`config.mk`:
```
export PLATFORM = sky130hd
export DESIGN_NAME = lane_overrange_output_config
export DESIGN_NICKNAME = d
export VERILOG_FILES = /design/src/include/lane_ovr_pkg.sv /design/src/ovr_stretch.sv /design/src/lane_overrange_output_config.sv
export SDC_FILE = /design/constraint.sdc
export NUM_CORES = 1
export LEC_CHECK = 0
export BUFFER_PORTS_ARGS = -buffer_cell sky130_fd_sc_hd__buf_2
export CELL_PAD_IN_SITES_DETAIL_PLACEMENT = 0
export CELL_PAD_IN_SITES_GLOBAL_PLACEMENT = 1
export CORE_UTILIZATION = 38
export DETAILED_ROUTE_END_ITERATION = 12
export GPL_TIMING_DRIVEN = 0
export PLACE_DENSITY_LB_ADDON = 0.1
export SLEW_MARGIN = 10
export SYNTH_ARGS = -nofsm -noshare
export SYNTH_HDL_FRONTEND = slang
export SYNTH_SLANG_ARGS = --single-unit
```
`constraint.sdc`:
```
create_clock -name i_clk -period 4.4 [get_ports i_clk]
set_input_delay 0.88 -clock i_clk [delete_from_list [all_inputs] [get_ports i_clk]]
set_output_delay 0.88 -clock i_clk [all_outputs]
set_load 0.01 [all_outputs]
```
`src/include/lane_ovr_pkg.sv`:
```
// Package with register map, field layout, reset values and timing constants.
package lane_ovr_pkg;
  // Register indices as printed; byte address is four times the index.
  localparam logic [11:0] IDX_SPARE_LANE = 12'h20B;
  localparam logic [11:0] IDX_SYNC_MODE = 12'h20F;
  localparam logic [11:0] IDX_GAIN_CFG = 12'h210;
  localparam logic [11:0] IDX_THR_I = 12'h211;
  localparam logic [11:0] IDX_THR_Q = 12'h212;
  localparam logic [11:0] IDX_OVERRANGE_OUTPUT_CONFIG = 12'h213;
  localparam int ADDR_SHIFT = 2;
  // Reset values.
  localparam logic [7:0] RST_SPARE_LANE = 8'h00;
  localparam logic [7:0] RST_SYNC_MODE = 8'h00;
  localparam logic [7:0] RST_GAIN_CFG = 8'h00;
  localparam logic [7:0] RST_THR_I = 8'hF2;
  localparam logic [7:0] RST_THR_Q = 8'hAB;
  localparam logic [7:0] RST_OVERRANGE_OUTPUT_CONFIG = 8'h07;
  // Field positions.
  localparam int SPARE_SER_BIT = 0;
  localparam int SPARE_LANE_LSB = 1;
  localparam int SPARE_LANE_MSB = 7;
  localparam int FILTER_GAIN_DOUBLE_BIT = 0;
  localparam int PIN_EN_BIT = 3;
  localparam int HOLD_EXP_MSB = 2;
  // Sync header mode encodings.
  localparam logic [1:0] SH_CRC12 = 2'h0;
  localparam logic [1:0] SH_FEC = 2'h2;
  // Test pattern codes.
  localparam logic [3:0] TP_NONE = 4'h0;
  localparam logic [3:0] TP_RAMP = 4'h4;
  localparam logic [3:0] TP_ALT = 4'h5;
  // Over-range pulse stretch base length in device clock cycles.
  localparam int OVR_BASE_CYCLES = 8;
  localparam int OVR_CNT_W = 11;
  localparam int LANES = 8;
endpackage

```
`src/ovr_stretch.sv`:
```
// Over-range pulse stretcher for one output pin.
`timescale 1ns/1ps
module ovr_stretch (
  // Clock and reset.
  input wire logic i_clk,
  input wire logic i_rst,
  // Control.
  input wire logic i_en,
  input wire logic [2:0] i_exp,
  input wire logic i_hit,
  // Pin output.
  output logic o_pin
);
  logic [lane_ovr_pkg::OVR_CNT_W-1:0] cnt_q;
  logic [lane_ovr_pkg::OVR_CNT_W-1:0] len;

  // Hold length is the base of eight shifted by the exponent.
  assign len = lane_ovr_pkg::OVR_CNT_W'(lane_ovr_pkg::OVR_BASE_CYCLES) << i_exp;

  // A new hit restarts the window so the pulse is never shorter than len unless reset or a cleared enable cuts it.
  always_ff @(posedge i_clk) begin
    if (i_rst || !i_en) begin
      cnt_q <= '0;
    end else if (i_hit) begin
      cnt_q <= len;
    end else if (cnt_q != '0) begin
      cnt_q <= cnt_q - 1'b1;
    end
  end

  // Pin is held low while the enable is clear.
  always_ff @(posedge i_clk) begin
    if (i_rst) begin
      o_pin <= 1'b0;
    end else begin
      o_pin <= i_en && (i_hit || cnt_q > 1);
    end
  end
endmodule

```
`src/lane_overrange_output_config.sv`:
```
// Spare lane, sync header, gain filter_gain_double and over-range configuration block.
`timescale 1ns/1ps
module lane_overrange_output_config #(
  parameter int SAMPLE_W = 12
) (
  // Clock and reset.
  input wire logic i_clk,
  input wire logic i_rst,
  // APB slave.
  input wire logic i_psel,
  input wire logic i_penable,
  input wire logic i_pwrite,
  input wire logic [15:0] i_paddr,
  input wire logic [31:0] i_pwdata,
  output logic o_pready,
  output logic [31:0] o_prdata,
  output logic o_pslverr,
  // Settings owned elsewhere.
  input wire logic i_link_enable,
  input wire logic [7:0] i_link_mode_lanes,
  input wire logic i_link_mode_is_64b66b,
  input wire logic [3:0] i_link_test_pattern_select,
  input wire logic i_channel_power_down,
  // Down-converter samples, signed.
  input wire logic i_sample_valid,
  input wire logic [SAMPLE_W-1:0] i_sample_i,
  input wire logic [SAMPLE_W-1:0] i_sample_q,
  // Lane controls.
  output logic [7:0] o_lane_clk_en,
  output logic [7:0] o_lane_ser_en,
  output logic [7:0] o_lane_ramp,
  output logic [3:0] o_lane_pattern,
  // Sync word controls.
  output logic o_sync_crc12,
  output logic o_sync_fec,
  output logic [1:0] o_sync_cmd,
  // Filter gain.
  output logic o_filter_gain_double,
  // Tagged samples.
  output logic o_tag_valid,
  output logic [SAMPLE_W-1:0] o_tag_i,
  output logic [SAMPLE_W-1:0] o_tag_q,
  output logic o_ctrl_bit0,
  output logic o_ctrl_bit1,
  // Over-range pins.
  output logic o_overrange_pin_a0,
  output logic o_overrange_pin_a1
);
  logic [7:0] spare_q;
  logic [7:0] sync_q;
  logic [7:0] gain_q;
  logic [7:0] thr_i_q;
  logic [7:0] thr_q_q;
  logic [7:0] ovr_q;
  logic [11:0] idx;
  logic wr_en;
  logic [7:0] rd_d;
  logic hit_i;
  logic hit_q;
  logic [7:0] mag_i;
  logic [7:0] mag_q;
  logic [7:0] spare_only;
  logic [7:0] lane_clk;
  logic ramp_pat;

  //////////////////////////////////////////////////////////////////////////////
  // Register bus.

  // Word index; the low address bits are ignored so every register is one word.
  assign idx = i_paddr[lane_ovr_pkg::ADDR_SHIFT +: 12];
  assign wr_en = i_psel && i_penable && i_pwrite;
  // Zero wait states: the access phase always finishes in one cycle.
  assign o_pready = 1'b1;
  assign o_pslverr = 1'b0;

  // Each register stores all eight bits so reserved bits read back.
  always_ff @(posedge i_clk) begin
    if (i_rst) begin
      spare_q <= lane_ovr_pkg::RST_SPARE_LANE;
      sync_q <= lane_ovr_pkg::RST_SYNC_MODE;
      gain_q <= lane_ovr_pkg::RST_GAIN_CFG;
      thr_i_q <= lane_ovr_pkg::RST_THR_I;
      thr_q_q <= lane_ovr_pkg::RST_THR_Q;
      ovr_q <= lane_ovr_pkg::RST_OVERRANGE_OUTPUT_CONFIG;
    end else if (wr_en) begin
      unique case (idx)
        lane_ovr_pkg::IDX_SPARE_LANE: spare_q <= i_pwdata[7:0];
        lane_ovr_pkg::IDX_SYNC_MODE: sync_q <= i_pwdata[7:0];
        lane_ovr_pkg::IDX_GAIN_CFG: gain_q <= i_pwdata[7:0];
        lane_ovr_pkg::IDX_THR_I: thr_i_q <= i_pwdata[7:0];
        lane_ovr_pkg::IDX_THR_Q: thr_q_q <= i_pwdata[7:0];
        lane_ovr_pkg::IDX_OVERRANGE_OUTPUT_CONFIG: ovr_q <= i_pwdata[7:0];
        default: ;
      endcase
    end
  end

  // Read mux; unmapped words read zero.
  always_comb begin
    unique case (idx)
      lane_ovr_pkg::IDX_SPARE_LANE: rd_d = spare_q;
      lane_ovr_pkg::IDX_SYNC_MODE: rd_d = sync_q;
      lane_ovr_pkg::IDX_GAIN_CFG: rd_d = gain_q;
      lane_ovr_pkg::IDX_THR_I: rd_d = thr_i_q;
      lane_ovr_pkg::IDX_THR_Q: rd_d = thr_q_q;
      lane_ovr_pkg::IDX_OVERRANGE_OUTPUT_CONFIG: rd_d = ovr_q;
      default: rd_d = 8'h00;
    endcase
  end

  assign o_prdata = {24'h000000, rd_d};

  //////////////////////////////////////////////////////////////////////////////
  // Spare lane enables.

  // Lane 0 is never spare; register bit n maps to lane n.
  assign spare_only = {spare_q[lane_ovr_pkg::SPARE_LANE_MSB:lane_ovr_pkg::SPARE_LANE_LSB], 1'b0}
                      & ~i_link_mode_lanes;
  // Power-down wins over every spare enable.
  assign lane_clk = i_channel_power_down ? 8'h00
                  : (i_link_mode_lanes
                     | {spare_q[lane_ovr_pkg::SPARE_LANE_MSB:lane_ovr_pkg::SPARE_LANE_LSB],
                        1'b0});
  assign ramp_pat = (i_link_test_pattern_select == lane_ovr_pkg::TP_NONE)
                 || (i_link_test_pattern_select == lane_ovr_pkg::TP_ALT);

  // Lane outputs registered. A serializer only gets a clock if every lower lane
  // is clocked, so a gap in the lane set silences every serializer above it.
  always_ff @(posedge i_clk) begin
    if (i_rst) begin
      o_lane_clk_en <= 8'h00;
      o_lane_ser_en <= 8'h00;
      o_lane_ramp <= 8'h00;
      o_lane_pattern <= lane_ovr_pkg::TP_NONE;
    end else begin
      o_lane_clk_en <= lane_clk;
      for (int n = 0; n < lane_ovr_pkg::LANES; n++) begin
        o_lane_ser_en[n] <= lane_clk[n]
                            && ((n == 0) || (&(lane_clk | ~((8'h01 << n) - 8'h01))))
                            && (i_link_mode_lanes[n]
                                || spare_q[lane_ovr_pkg::SPARE_SER_BIT]);
        o_lane_ramp[n] <= spare_only[n] && !i_channel_power_down && ramp_pat;
      end
      o_lane_pattern <= i_link_test_pattern_select;
    end
  end

  //////////////////////////////////////////////////////////////////////////////
  // Sync word and filter gain.

  // Reserved modes send neither stream; outside 64b/66b the field is ignored.
  always_ff @(posedge i_clk) begin
    if (i_rst) begin
      o_sync_crc12 <= 1'b0;
      o_sync_fec <= 1'b0;
      o_filter_gain_double <= 1'b0;
    end else begin
      o_sync_crc12 <= i_link_mode_is_64b66b && (sync_q[1:0] == lane_ovr_pkg::SH_CRC12);
      o_sync_fec <= i_link_mode_is_64b66b && (sync_q[1:0] == lane_ovr_pkg::SH_FEC);
      o_filter_gain_double <= gain_q[lane_ovr_pkg::FILTER_GAIN_DOUBLE_BIT];
    end
  end

  assign o_sync_cmd = 2'h0;

  //////////////////////////////////////////////////////////////////////////////
  // Over-range detection.

  // Magnitude of a two's complement sample, top eight bits; threshold/256 of
  // full scale. The most negative code saturates rather than wrapping.
  function automatic logic [7:0] mag8(input logic [SAMPLE_W-1:0] s);
    logic [SAMPLE_W-1:0] a;
    a = s[SAMPLE_W-1] ? (~s + 1'b1) : s;
    if (s[SAMPLE_W-1] && a[SAMPLE_W-1]) begin
      mag8 = 8'hFF;
    end else begin
      mag8 = {a[SAMPLE_W-2 -: 7], 1'b0} | 8'(a[SAMPLE_W-9]);
    end
  endfunction

  assign mag_i = mag8(i_sample_i);
  assign mag_q = mag8(i_sample_q);
  assign hit_i = i_sample_valid && (mag_i >= thr_i_q);
  assign hit_q = i_sample_valid && (mag_q >= thr_q_q);

  // Samples and their control bits leave together one cycle later.
  always_ff @(posedge i_clk) begin
    if (i_rst) begin
      o_tag_valid <= 1'b0;
      o_tag_i <= '0;
      o_tag_q <= '0;
      o_ctrl_bit0 <= 1'b0;
      o_ctrl_bit1 <= 1'b0;
    end else begin
      o_tag_valid <= i_sample_valid;
      o_tag_i <= i_sample_i;
      o_tag_q <= i_sample_q;
      o_ctrl_bit0 <= hit_i;
      o_ctrl_bit1 <= hit_q;
    end
  end

  // One stretcher per pin; stream tags above are not gated by the pin enable.
  ovr_stretch u_pin_i (
    .i_clk(i_clk),
    .i_rst(i_rst),
    .i_en(ovr_q[lane_ovr_pkg::PIN_EN_BIT]),
    .i_exp(ovr_q[lane_ovr_pkg::HOLD_EXP_MSB:0]),
    .i_hit(hit_i),
    .o_pin(o_overrange_pin_a0)
  );

  ovr_stretch u_pin_q (
    .i_clk(i_clk),
    .i_rst(i_rst),
    .i_en(ovr_q[lane_ovr_pkg::PIN_EN_BIT]),
    .i_exp(ovr_q[lane_ovr_pkg::HOLD_EXP_MSB:0]),
    .i_hit(hit_q),
    .o_pin(o_overrange_pin_a1)
  );

  //////////////////////////////////////////////////////////////////////////////
  // Checks.

  // Reset cancels any window still in flight, so a pulse cut by reset is not
  // reported as too short.
  a_pins_gated: assert property (@(posedge i_clk) disable iff (i_rst)
    !ovr_q[lane_ovr_pkg::PIN_EN_BIT] |=> !o_overrange_pin_a0 && !o_overrange_pin_a1)
    else $error("over-range pin high while disabled");
  a_pulse_hold: assert property (@(posedge i_clk) disable iff (i_rst)
    hit_i && ovr_q[3:0] == 4'h8 |=> o_overrange_pin_a0 [*8])
    else $error("over-range pulse too short");
  a_tag_i_hit: assert property (@(posedge i_clk) disable iff (i_rst)
    i_sample_valid && mag_i >= thr_i_q |=> o_ctrl_bit0)
    else $error("control bit 0 missing");
  a_tag_q_hit: assert property (@(posedge i_clk) disable iff (i_rst)
    i_sample_valid && mag_q >= thr_q_q |=> o_ctrl_bit1)
    else $error("control bit 1 missing");
  a_tag_q_miss: assert property (@(posedge i_clk) disable iff (i_rst)
    i_sample_valid && mag_q < thr_q_q |=> !o_ctrl_bit1)
    else $error("control bit 1 spurious");
  a_pd_lanes: assert property (@(posedge i_clk) disable iff (i_rst)
    i_channel_power_down |=> o_lane_clk_en == 8'h00 && o_lane_ser_en == 8'h00)
    else $error("lane active during power-down");
  a_spare_clock: assert property (@(posedge i_clk) disable iff (i_rst)
    !i_channel_power_down && spare_q[lane_ovr_pkg::SPARE_LANE_LSB] |=> o_lane_clk_en[1])
    else $error("spare lane clock missing");
  a_ser_clocks: assert property (@(posedge i_clk) disable iff (i_rst)
    !spare_q[lane_ovr_pkg::SPARE_SER_BIT] && !i_channel_power_down
    |=> (o_lane_ser_en & ~$past(i_link_mode_lanes)) == 8'h00)
    else $error("spare serializer on without enable");
  a_ser_chain: assert property (@(posedge i_clk) disable iff (i_rst)
    o_lane_ser_en[2] |-> o_lane_clk_en[1] && o_lane_clk_en[0])
    else $error("serializer clocked with lower lane off");
  a_sync_mode: assert property (@(posedge i_clk) disable iff (i_rst)
    i_link_mode_is_64b66b && sync_q[1:0] == lane_ovr_pkg::SH_FEC
    |=> o_sync_fec && !o_sync_crc12)
    else $error("sync mode mismatch");
  a_sync_crc: assert property (@(posedge i_clk) disable iff (i_rst)
    i_link_mode_is_64b66b && sync_q[1:0] == lane_ovr_pkg::SH_CRC12
    |=> o_sync_crc12 && !o_sync_fec)
    else $error("crc12 sync stream missing");
  a_sync_off: assert property (@(posedge i_clk) disable iff (i_rst)
    !i_link_mode_is_64b66b |=> !o_sync_crc12 && !o_sync_fec)
    else $error("sync stream outside 64b/66b mode");
  a_cmd_idle: assert property (@(posedge i_clk) disable iff (i_rst)
    o_sync_cmd == 2'h0)
    else $error("command field not idle");
  a_gain_follow: assert property (@(posedge i_clk) disable iff (i_rst)
    gain_q[lane_ovr_pkg::FILTER_GAIN_DOUBLE_BIT] |=> o_filter_gain_double)
    else $error("filter gain filter_gain_double missing");
  a_ramp_case: assert property (@(posedge i_clk) disable iff (i_rst)
    o_lane_ramp != 8'h00 |-> $past(ramp_pat))
    else $error("ramp with wrong pattern");
  a_prdata_upper: assert property (@(posedge i_clk) disable iff (i_rst)
    i_psel |-> o_prdata[31:8] == 24'h000000)
    else $error("read data upper bits not zero");

  c_pin_pulse: cover property (@(posedge i_clk) disable iff (i_rst) $rose(o_overrange_pin_a0));
  c_spare_ser: cover property (@(posedge i_clk) disable iff (i_rst) o_lane_ser_en[7]);
  c_ramp: cover property (@(posedge i_clk) disable iff (i_rst) o_lane_ramp != 8'h00);
  c_fec: cover property (@(posedge i_clk) disable iff (i_rst) o_sync_fec);
  c_crc12: cover property (@(posedge i_clk) disable iff (i_rst) o_sync_crc12);
endmodule

```
==> impl_metrics.env, run 1 <==
export IMPL_status="finished clean"
export IMPL_r2r_slack_ps=1970
export IMPL_crit_type="primary input to primary output"
export IMPL_min_period_ps=3740
export IMPL_final_max_slew_viol_count=0
export IMPL_relSlewSlack_pct=43.4
export IMPL_hold_path_class="register to register"
export IMPL_synth_compound_area_share_pct=11.9
export IMPL_die_width_um=128
export IMPL_syn_to_final_growth_pct=27.0
export IMPL_synthFlopType="dfxtp_1"
export IMPL_synth_area_mux_share_pct=6.18
export IMPL_final_nets=964
export IMPL_required_ps=3520
export IMPL_clock_root_buffer="clkbuf_16"
export IMPL_total_leakage_power_nw=3.45
export IMPL_setup_viol=0
export IMPL_reg2reg_from="thr_i_q[2]$_SDFFE_PP0P_"
export IMPL_cts_resized=0
export IMPL_wl_per_cell_um=14.6
export IMPL_ant_nets=0
export IMPL_holdWs_ps=456
export IMPL_whs_path_depth=2
export IMPL_yosysSeqAreaShare_pct=42.5
export IMPL_cts_tree="built"
export IMPL_synth_edf_count=0
export IMPL_grt_overflow_total=0
export IMPL_holdPathEnd="sync_q[2]$_SDFFE_PP0P_"
export IMPL_rsz0062_at_grt="no"
export IMPL_drtIter0Drc=351
export IMPL_numCtsBuffers=17
export IMPL_synth_cell_type_count=60
export IMPL_drv_cap=0
export IMPL_yosys_warnings=0
export IMPL_synth_simple_gate_area_share_pct=24.7
export IMPL_synth_seq_cells=128
export IMPL_nFillCells=1545
export IMPL_drc=0
export IMPL_viasPerCell=4.89
export IMPL_fin_skew_ps=8.24
export IMPL_critPathMaxFanout=10
export IMPL_fmax_ghz=0.268
export IMPL_final_cell_area_um2=7670
export IMPL_rows=45
export IMPL_post_cts_buffers=0
export IMPL_syn_avg_cell_area_um2=8.95
export IMPL_num_antenna_cells=0
export IMPL_synth_top_family_by_area="simple AND/OR/NAND/NOR gates"
export IMPL_synth_xor_area_share_pct=3.05
export IMPL_peakVddDrop_mv=0.262
export IMPL_synthArstFlopShare_pct=0
export IMPL_core_area_um2=15400
export IMPL_grt_start_max_net_pins=17
export IMPL_port_buffers=130
export IMPL_reg2reg_depth=8
export IMPL_synthCells=674
export IMPL_post_route_period_util_pct=84.9
export IMPL_gp_congestion=0.795
export IMPL_clk_pin_slew_ps=60
export IMPL_endpoint_kind="primary output"
export IMPL_grt_pass1_wl_um=24700
export IMPL_synth_area_um2=6030
export IMPL_synth_fa_ha_area_share_pct=4.15
export IMPL_die_y_um=128
export IMPL_clkSinkCount=128
export IMPL_drtPass1Iterations=6
export IMPL_multiInputGateArea_um2=3130
export IMPL_drive_gt1_share_pct=26.3
export IMPL_dieArea_um2=16400
export IMPL_hpwl_um=12200
export IMPL_arrival_ps=2860
export IMPL_regToRegEndpoint="u_pin_i.cnt_q[7]$_SDFFE_PP0P_"
export IMPL_hold_start="sync_q[2]$_SDFFE_PP0P_"
export IMPL_clock_latency_ps=420
export IMPL_fin_tns_setup_ps=0
export IMPL_grt_pass1_vias=4869
export IMPL_worstSetupStartpointType="primary input"
export IMPL_hold_viol=0
export IMPL_pwr_density_cell_nw_per_um2=366
export IMPL_tightestPinTransition_ps=841
export IMPL_postCtsHoldBufs=0
export IMPL_seqCellArea_um2=2560
export IMPL_initial_utilization_pct=39.3
export IMPL_htreeDepth=4
export IMPL_vias=5255
export IMPL_antenna_found_initial=0
export IMPL_wirelength_um=15600
export IMPL_place_area_um2=7070
export IMPL_clock_path_buffers=2
export IMPL_boundaryPins=189
export IMPL_grt_use_total_pct=19.7
how the worst max path moves through the flow:
| stage | start | endpoint | cells past startpoint | slack, ps |
|---|---|---|---|---|
| 6_report | i_paddr[10] | o_prdata[6] | 7 | 660 |
| 5_1_grt | i_sample_i[3] | u_pin_i.cnt_q[7]$_SDFFE_PP0P_ | 13 | 370 |
| 4_1_cts | i_sample_i[3] | u_pin_i.cnt_q[7]$_SDFFE_PP0P_ | 13 | 680 |
| 3_5_place_dp | i_sample_i[3] | u_pin_i.cnt_q[8]$_SDFFE_PP0P_ | 13 | 260 |
| 3_3_place_gp | i_paddr[10] | o_prdata[3] | 7 | 150 |
| 2_1_floorplan | i_sample_q[0] | u_pin_q.cnt_q[7]$_SDFFE_PP0P_ | 11 | 800 |
where the power goes:
| group | internal [W] | switching [W] |
|---|---|---|
| clock | 0.000860 | 0.000547 |
| sequential | 0.00118 | 0.00000424 |
| combinational | 0.0000942 | 0.000124 |
| total | 0.00213 | 0.000675 |
through the flow:
| stage | util, % | total power, W | std cells | worst slack [ps] |
|---|---|---|---|---|
| final | 49.9 | 0.00281 | 1075 | 664 |
| after global routing | 49.9 | 0.00293 | 1075 | 370 |
| after CTS | 49.9 | 0.00284 | 1075 | 675 |
| after detailed placement | 46.0 | 0.00143 | 1043 | 264 |
| after global placement | 45.9 | 0.00142 | 1042 | 153 |
| after floorplan | - | 0.00133 | 701 | 799 |
area by class of cell:
class	instances	area share [%]
well taps	211	3.44
clock buffers	19	5.78
multi-input cells	487	40.9
plain buffers	63	4.78
flip-flops and latches	128	33.4
repair buffers	131	8.55
inverters	23	1.13
clock inverters	13	2.02
registers in the layout, summed over array words and instances, names as in the netlist, 4 cells and up:
| register | count |
|---|---|
| thr_q_q | 8 |
| o_tag_i | 12 |
| u_pin_q.cnt_q | 11 |
| gain_q | 8 |
| thr_i_q | 8 |
| spare_q | 8 |
| o_lane_pattern | 4 |
| o_lane_ramp | 7 |
| u_pin_i.cnt_q | 11 |
| o_lane_ser_en | 7 |
| o_lane_clk_en | 8 |
| ovr_q | 8 |
| o_tag_q | 12 |
| sync_q | 8 |
layout by cell type, fill, tap and decap left out, types with 3 or more instances in the layout:
cell type,n
mux2i_1,26
nand2_1,67
nand2b_1,4
xnor2_1,5
nand3b_1,4
nand3_1,21
and3_1,3
clkinv_4,5
nor2b_1,38
nor3_1,13
o21a_1,6
nor2_1,71
or4_1,5
a222oi_1,16
nor4_1,10
nor4b_1,3
nor3b_1,10
clkbuf_16,17
nand4b_1,3
a31oi_1,3
nand4_1,3
buf_4,30
inv_1,23
ha_1,20
clkinvlp_4,3
o21ai_0,11
o31ai_1,5
a211o_1,14
buf_1,3
xor2_1,16
clkbuf_1,22
or3_1,5
buf_2,139
dfxtp_1,128
a21oi_1,31
mux2_2,10
conb_1,29
cells by family (layout without fill, tap and decap cells):
group	count (synthesis)	in the layout
fa+ha+maj	20	20
flops	128	128
buf+inv	86	249
mux	36	36
compound gates	101	101
other cells	2	29
simple gates	280	280
xor+xnor	21	21
worst max-delay path: stages:
cell and delay (ps):
buf_2 110, or4b_1 660, nor4_4 520, buf_2 320, a222oi_1 140, nand2_1 100
buf_2 130
layer usage:
metal	global-route usage (%)	up-vias	wire length, um
li1	-	2673	-
met1	25.0	2474	7050
met2	33.5	100	7810
met3	4.13	8	660
met4	5.81	0	121
met5	0	-	0
cell usage after synthesis (5+ instances only):
cell	count	area (um2)
dfxtp_1	128	2560
nor2_1	71	267
nand2_1	67	251
nor2b_1	38	238
a21oi_1	31	155
buf_4	30	225
mux2i_1	26	260
inv_1	23	86.3
clkbuf_1	21	78.8
nand3_1	21	105
ha_1	20	250
a222oi_1	16	160
xor2_1	16	140
a211o_1	14	123
nor3_1	13	65.1
nor4_1	12	75.1
o21ai_0	11	55.1
mux2_2	10	113
nor3b_1	10	75.1
buf_2	8	40.0
o21a_1	6	45.0
o31ai_1	5	37.5
or3_1	5	31.3
or4_1	5	37.5
xnor2_1	5	43.8
Note: power is estimated with default switching activity, not from simulation.
==> run 2, diff against run 1 <==
- clock period: 4.4 -> 3.5 ns (I/O delays scaled with it)
==> run 2 against run 1 <==
Against the previous run:
- sequential power increased by 26%
- global-route usage hardly changed
- via count increased by 0.21%
- combinational power grew 29%
- wire length grew 0.38%
- clock skew fell by 0.64 ps
- worst hold slack worse by 2.1 ps
- sequential cell count unchanged
- clock power increased by 26%
- critical endpoint unchanged
==> impl_metrics.env, run 2 (same netlist as run 1, synthesis figures left out) <==
export IMPL_placed_cells=1043
export IMPL_vias=5266
export IMPL_die_y_um=128
export IMPL_drc=0
export IMPL_dieArea_um2=16400
export IMPL_power_switching_w=0.000852
export IMPL_hold_path_class="register to register"
export IMPL_ant_nets=0
export IMPL_crit_family="simple AND/OR/NAND/NOR gates"
export IMPL_final_common_cell="buf_2"
export IMPL_largest_registers="o_tag_i x12, o_tag_q x12"
export IMPL_drv_cap=0
export IMPL_gp_congestion=0.795
export IMPL_clkSinkCount=128
export IMPL_setup_viol=0
export IMPL_clock_latency_ps=420
export IMPL_drtPass1Iterations=5
export IMPL_final_nets=964
export IMPL_grt_pass1_vias=4870
export IMPL_hpwl_um=12200
export IMPL_final_cells=1075
export IMPL_final_max_slew_viol_count=0
export IMPL_port_buffers=130
export IMPL_crit_type="primary input to primary output"
export IMPL_fmax_ghz=0.300
export IMPL_num_antenna_cells=0
export IMPL_endpoint_kind="primary output"
export IMPL_htreeDepth=4
export IMPL_timing_final_ws_setup_ps=162
export IMPL_numCtsBuffers=17
export IMPL_wirelength_um=15700
export IMPL_critPathMaxFanout=10
export IMPL_total_leakage_power_nw=3.46
export IMPL_worstSetupStartpointType="primary input"
export IMPL_status="finished clean"
export IMPL_grt_use_total_pct=19.7
export IMPL_post_cts_buffers=0
export IMPL_grt_overflow_total=0
export IMPL_cts_tree="built"
export IMPL_fin_skew_ps=7.60
export IMPL_required_ps=2800
export IMPL_clock_root_buffer="clkbuf_16"
export IMPL_tightestPinTransition_ps=669
export IMPL_netSwitchingFraction_pct=24.1
export IMPL_postCtsHoldBufs=0
export IMPL_antenna_found_initial=0
export IMPL_clk_pin_slew_ps=60
export IMPL_die_width_um=128
export IMPL_core_area_um2=15400
export IMPL_cp_cell_sequence="buf_2 > or4b_1 > nor4_4 > buf_2 > a222oi_1 > nand2_1 > buf_2"
export IMPL_grt_start_max_net_pins=17
export IMPL_grt_pass1_wl_um=24800
export IMPL_pwr_density_cell_nw_per_um2=458
export IMPL_clock_path_buffers=2
export IMPL_worst_path_max_delay_cell="or4b_1"
export IMPL_pwr_share_comb_pct=8.0
export IMPL_pre_cts_ws_ps=-456
export IMPL_cp_num_buf_inv=3
export IMPL_boundaryPins=189
export IMPL_viasPerCell=4.90
export IMPL_post_route_period_util_pct=95.4
export IMPL_wl_per_cell_um=14.6
export IMPL_p_seq_share_pct=42.1
export IMPL_layout_common_cells="137 x buf_2, 128 x dfxtp_1, 71 x nor2_1"
export IMPL_arrival_ps=2640
export IMPL_relSlewSlack_pct=55.3
export IMPL_place_area_um2=7070
export IMPL_min_period_ps=3340
export IMPL_hold_viol=0
export IMPL_final_cell_area_um2=7720
export IMPL_syn_to_final_growth_pct=27.9
export IMPL_drtIter0Drc=383
export IMPL_fin_tns_setup_ps=0
export IMPL_p_int_w=0.00268
export IMPL_peakVddDrop_mv=0.329
export IMPL_cp_slowest_stage_delay_ps=660
export IMPL_clockPowerShare_pct=50.0
export IMPL_drive_gt1_share_pct=26.9
export IMPL_cp_common_cell="buf_2"
export IMPL_rows=45
export IMPL_initial_utilization_pct=39.3
run 2: layer usage:
layer / GRT usage, % / up-vias / part of all wire [%]
met5: 0 / - / 0
met3: 4.13 / 11 / 3.8
met4: 5.81 / 0 / 0.93
met1: 25.0 / 2484 / 45
met2: 33.6 / 96 / 50
li1: - / 2675 / -
run 2: layout make-up:
class	count	area [um2]
Fill cell	1538	7650
Multi-Input combinational cell	487	3180
Sequential cell	128	2560
Timing Repair Buffer	131	656
Clock buffer	19	443
Buffer	63	372
Tap cell	211	264
Clock inverter	13	155
Inverter	23	86.3
run 2: stage by stage:
stage,utilization (%),total power (W),hold slack (ps)
floorplan,-,0.00168,431
global placement,45.9,0.00179,440
detailed placement,46.0,0.00179,445
CTS,49.9,0.00357,454
global route,50.2,0.00369,470
finish,50.2,0.00353,454
run 2: power groups by stage:
stage / Sequential (W) / Combinational [W] / Clock [W]
finish: 0.00149 / 0.000281 / 0.00177
CTS: 0.00149 / 0.000276 / 0.00181
global route: 0.00149 / 0.000314 / 0.00189
floorplan: 0.00153 / 0.000146 / 0
detailed placement: 0.00152 / 0.000275 / 0
global placement: 0.00152 / 0.000270 / 0
run 2: path summary, 6_finish.rpt:
| path | start | endpoint | slack (ps) | depth (start not counted) |
|---|---|---|---|---|
| setup / recovery | i_paddr[10] | o_prdata[6] | 160 | 7 |
| hold / removal | sync_q[2]$_SDFFE_PP0P_ | sync_q[2]$_SDFFE_PP0P_ | 450 | 2 |
| setup reg to reg | thr_i_q[2]$_SDFFE_PP0P_ | u_pin_i.cnt_q[7]$_SDFFE_PP0P_ | 1180 | 8 |
| hold reg to reg | sync_q[2]$_SDFFE_PP0P_ | sync_q[2]$_SDFFE_PP0P_ | 450 | 2 |
run 2: repair_timing:
action	in CTS	in global routing
resized for setup	1	9
cloned	0	0
endpoints found under the setup margin	2	13
hold endpoints to repair	0	0
run 2: worst register-to-register path, cell delays in order (launching register included):
cell and delay [ps]:
dfxtp_1 370, inv_1 60, ha_1 280, and3_1 160
o21ai_0 90, a311oi_2 380, o21a_1 250, clkbuf_4 260
mux2_2 350
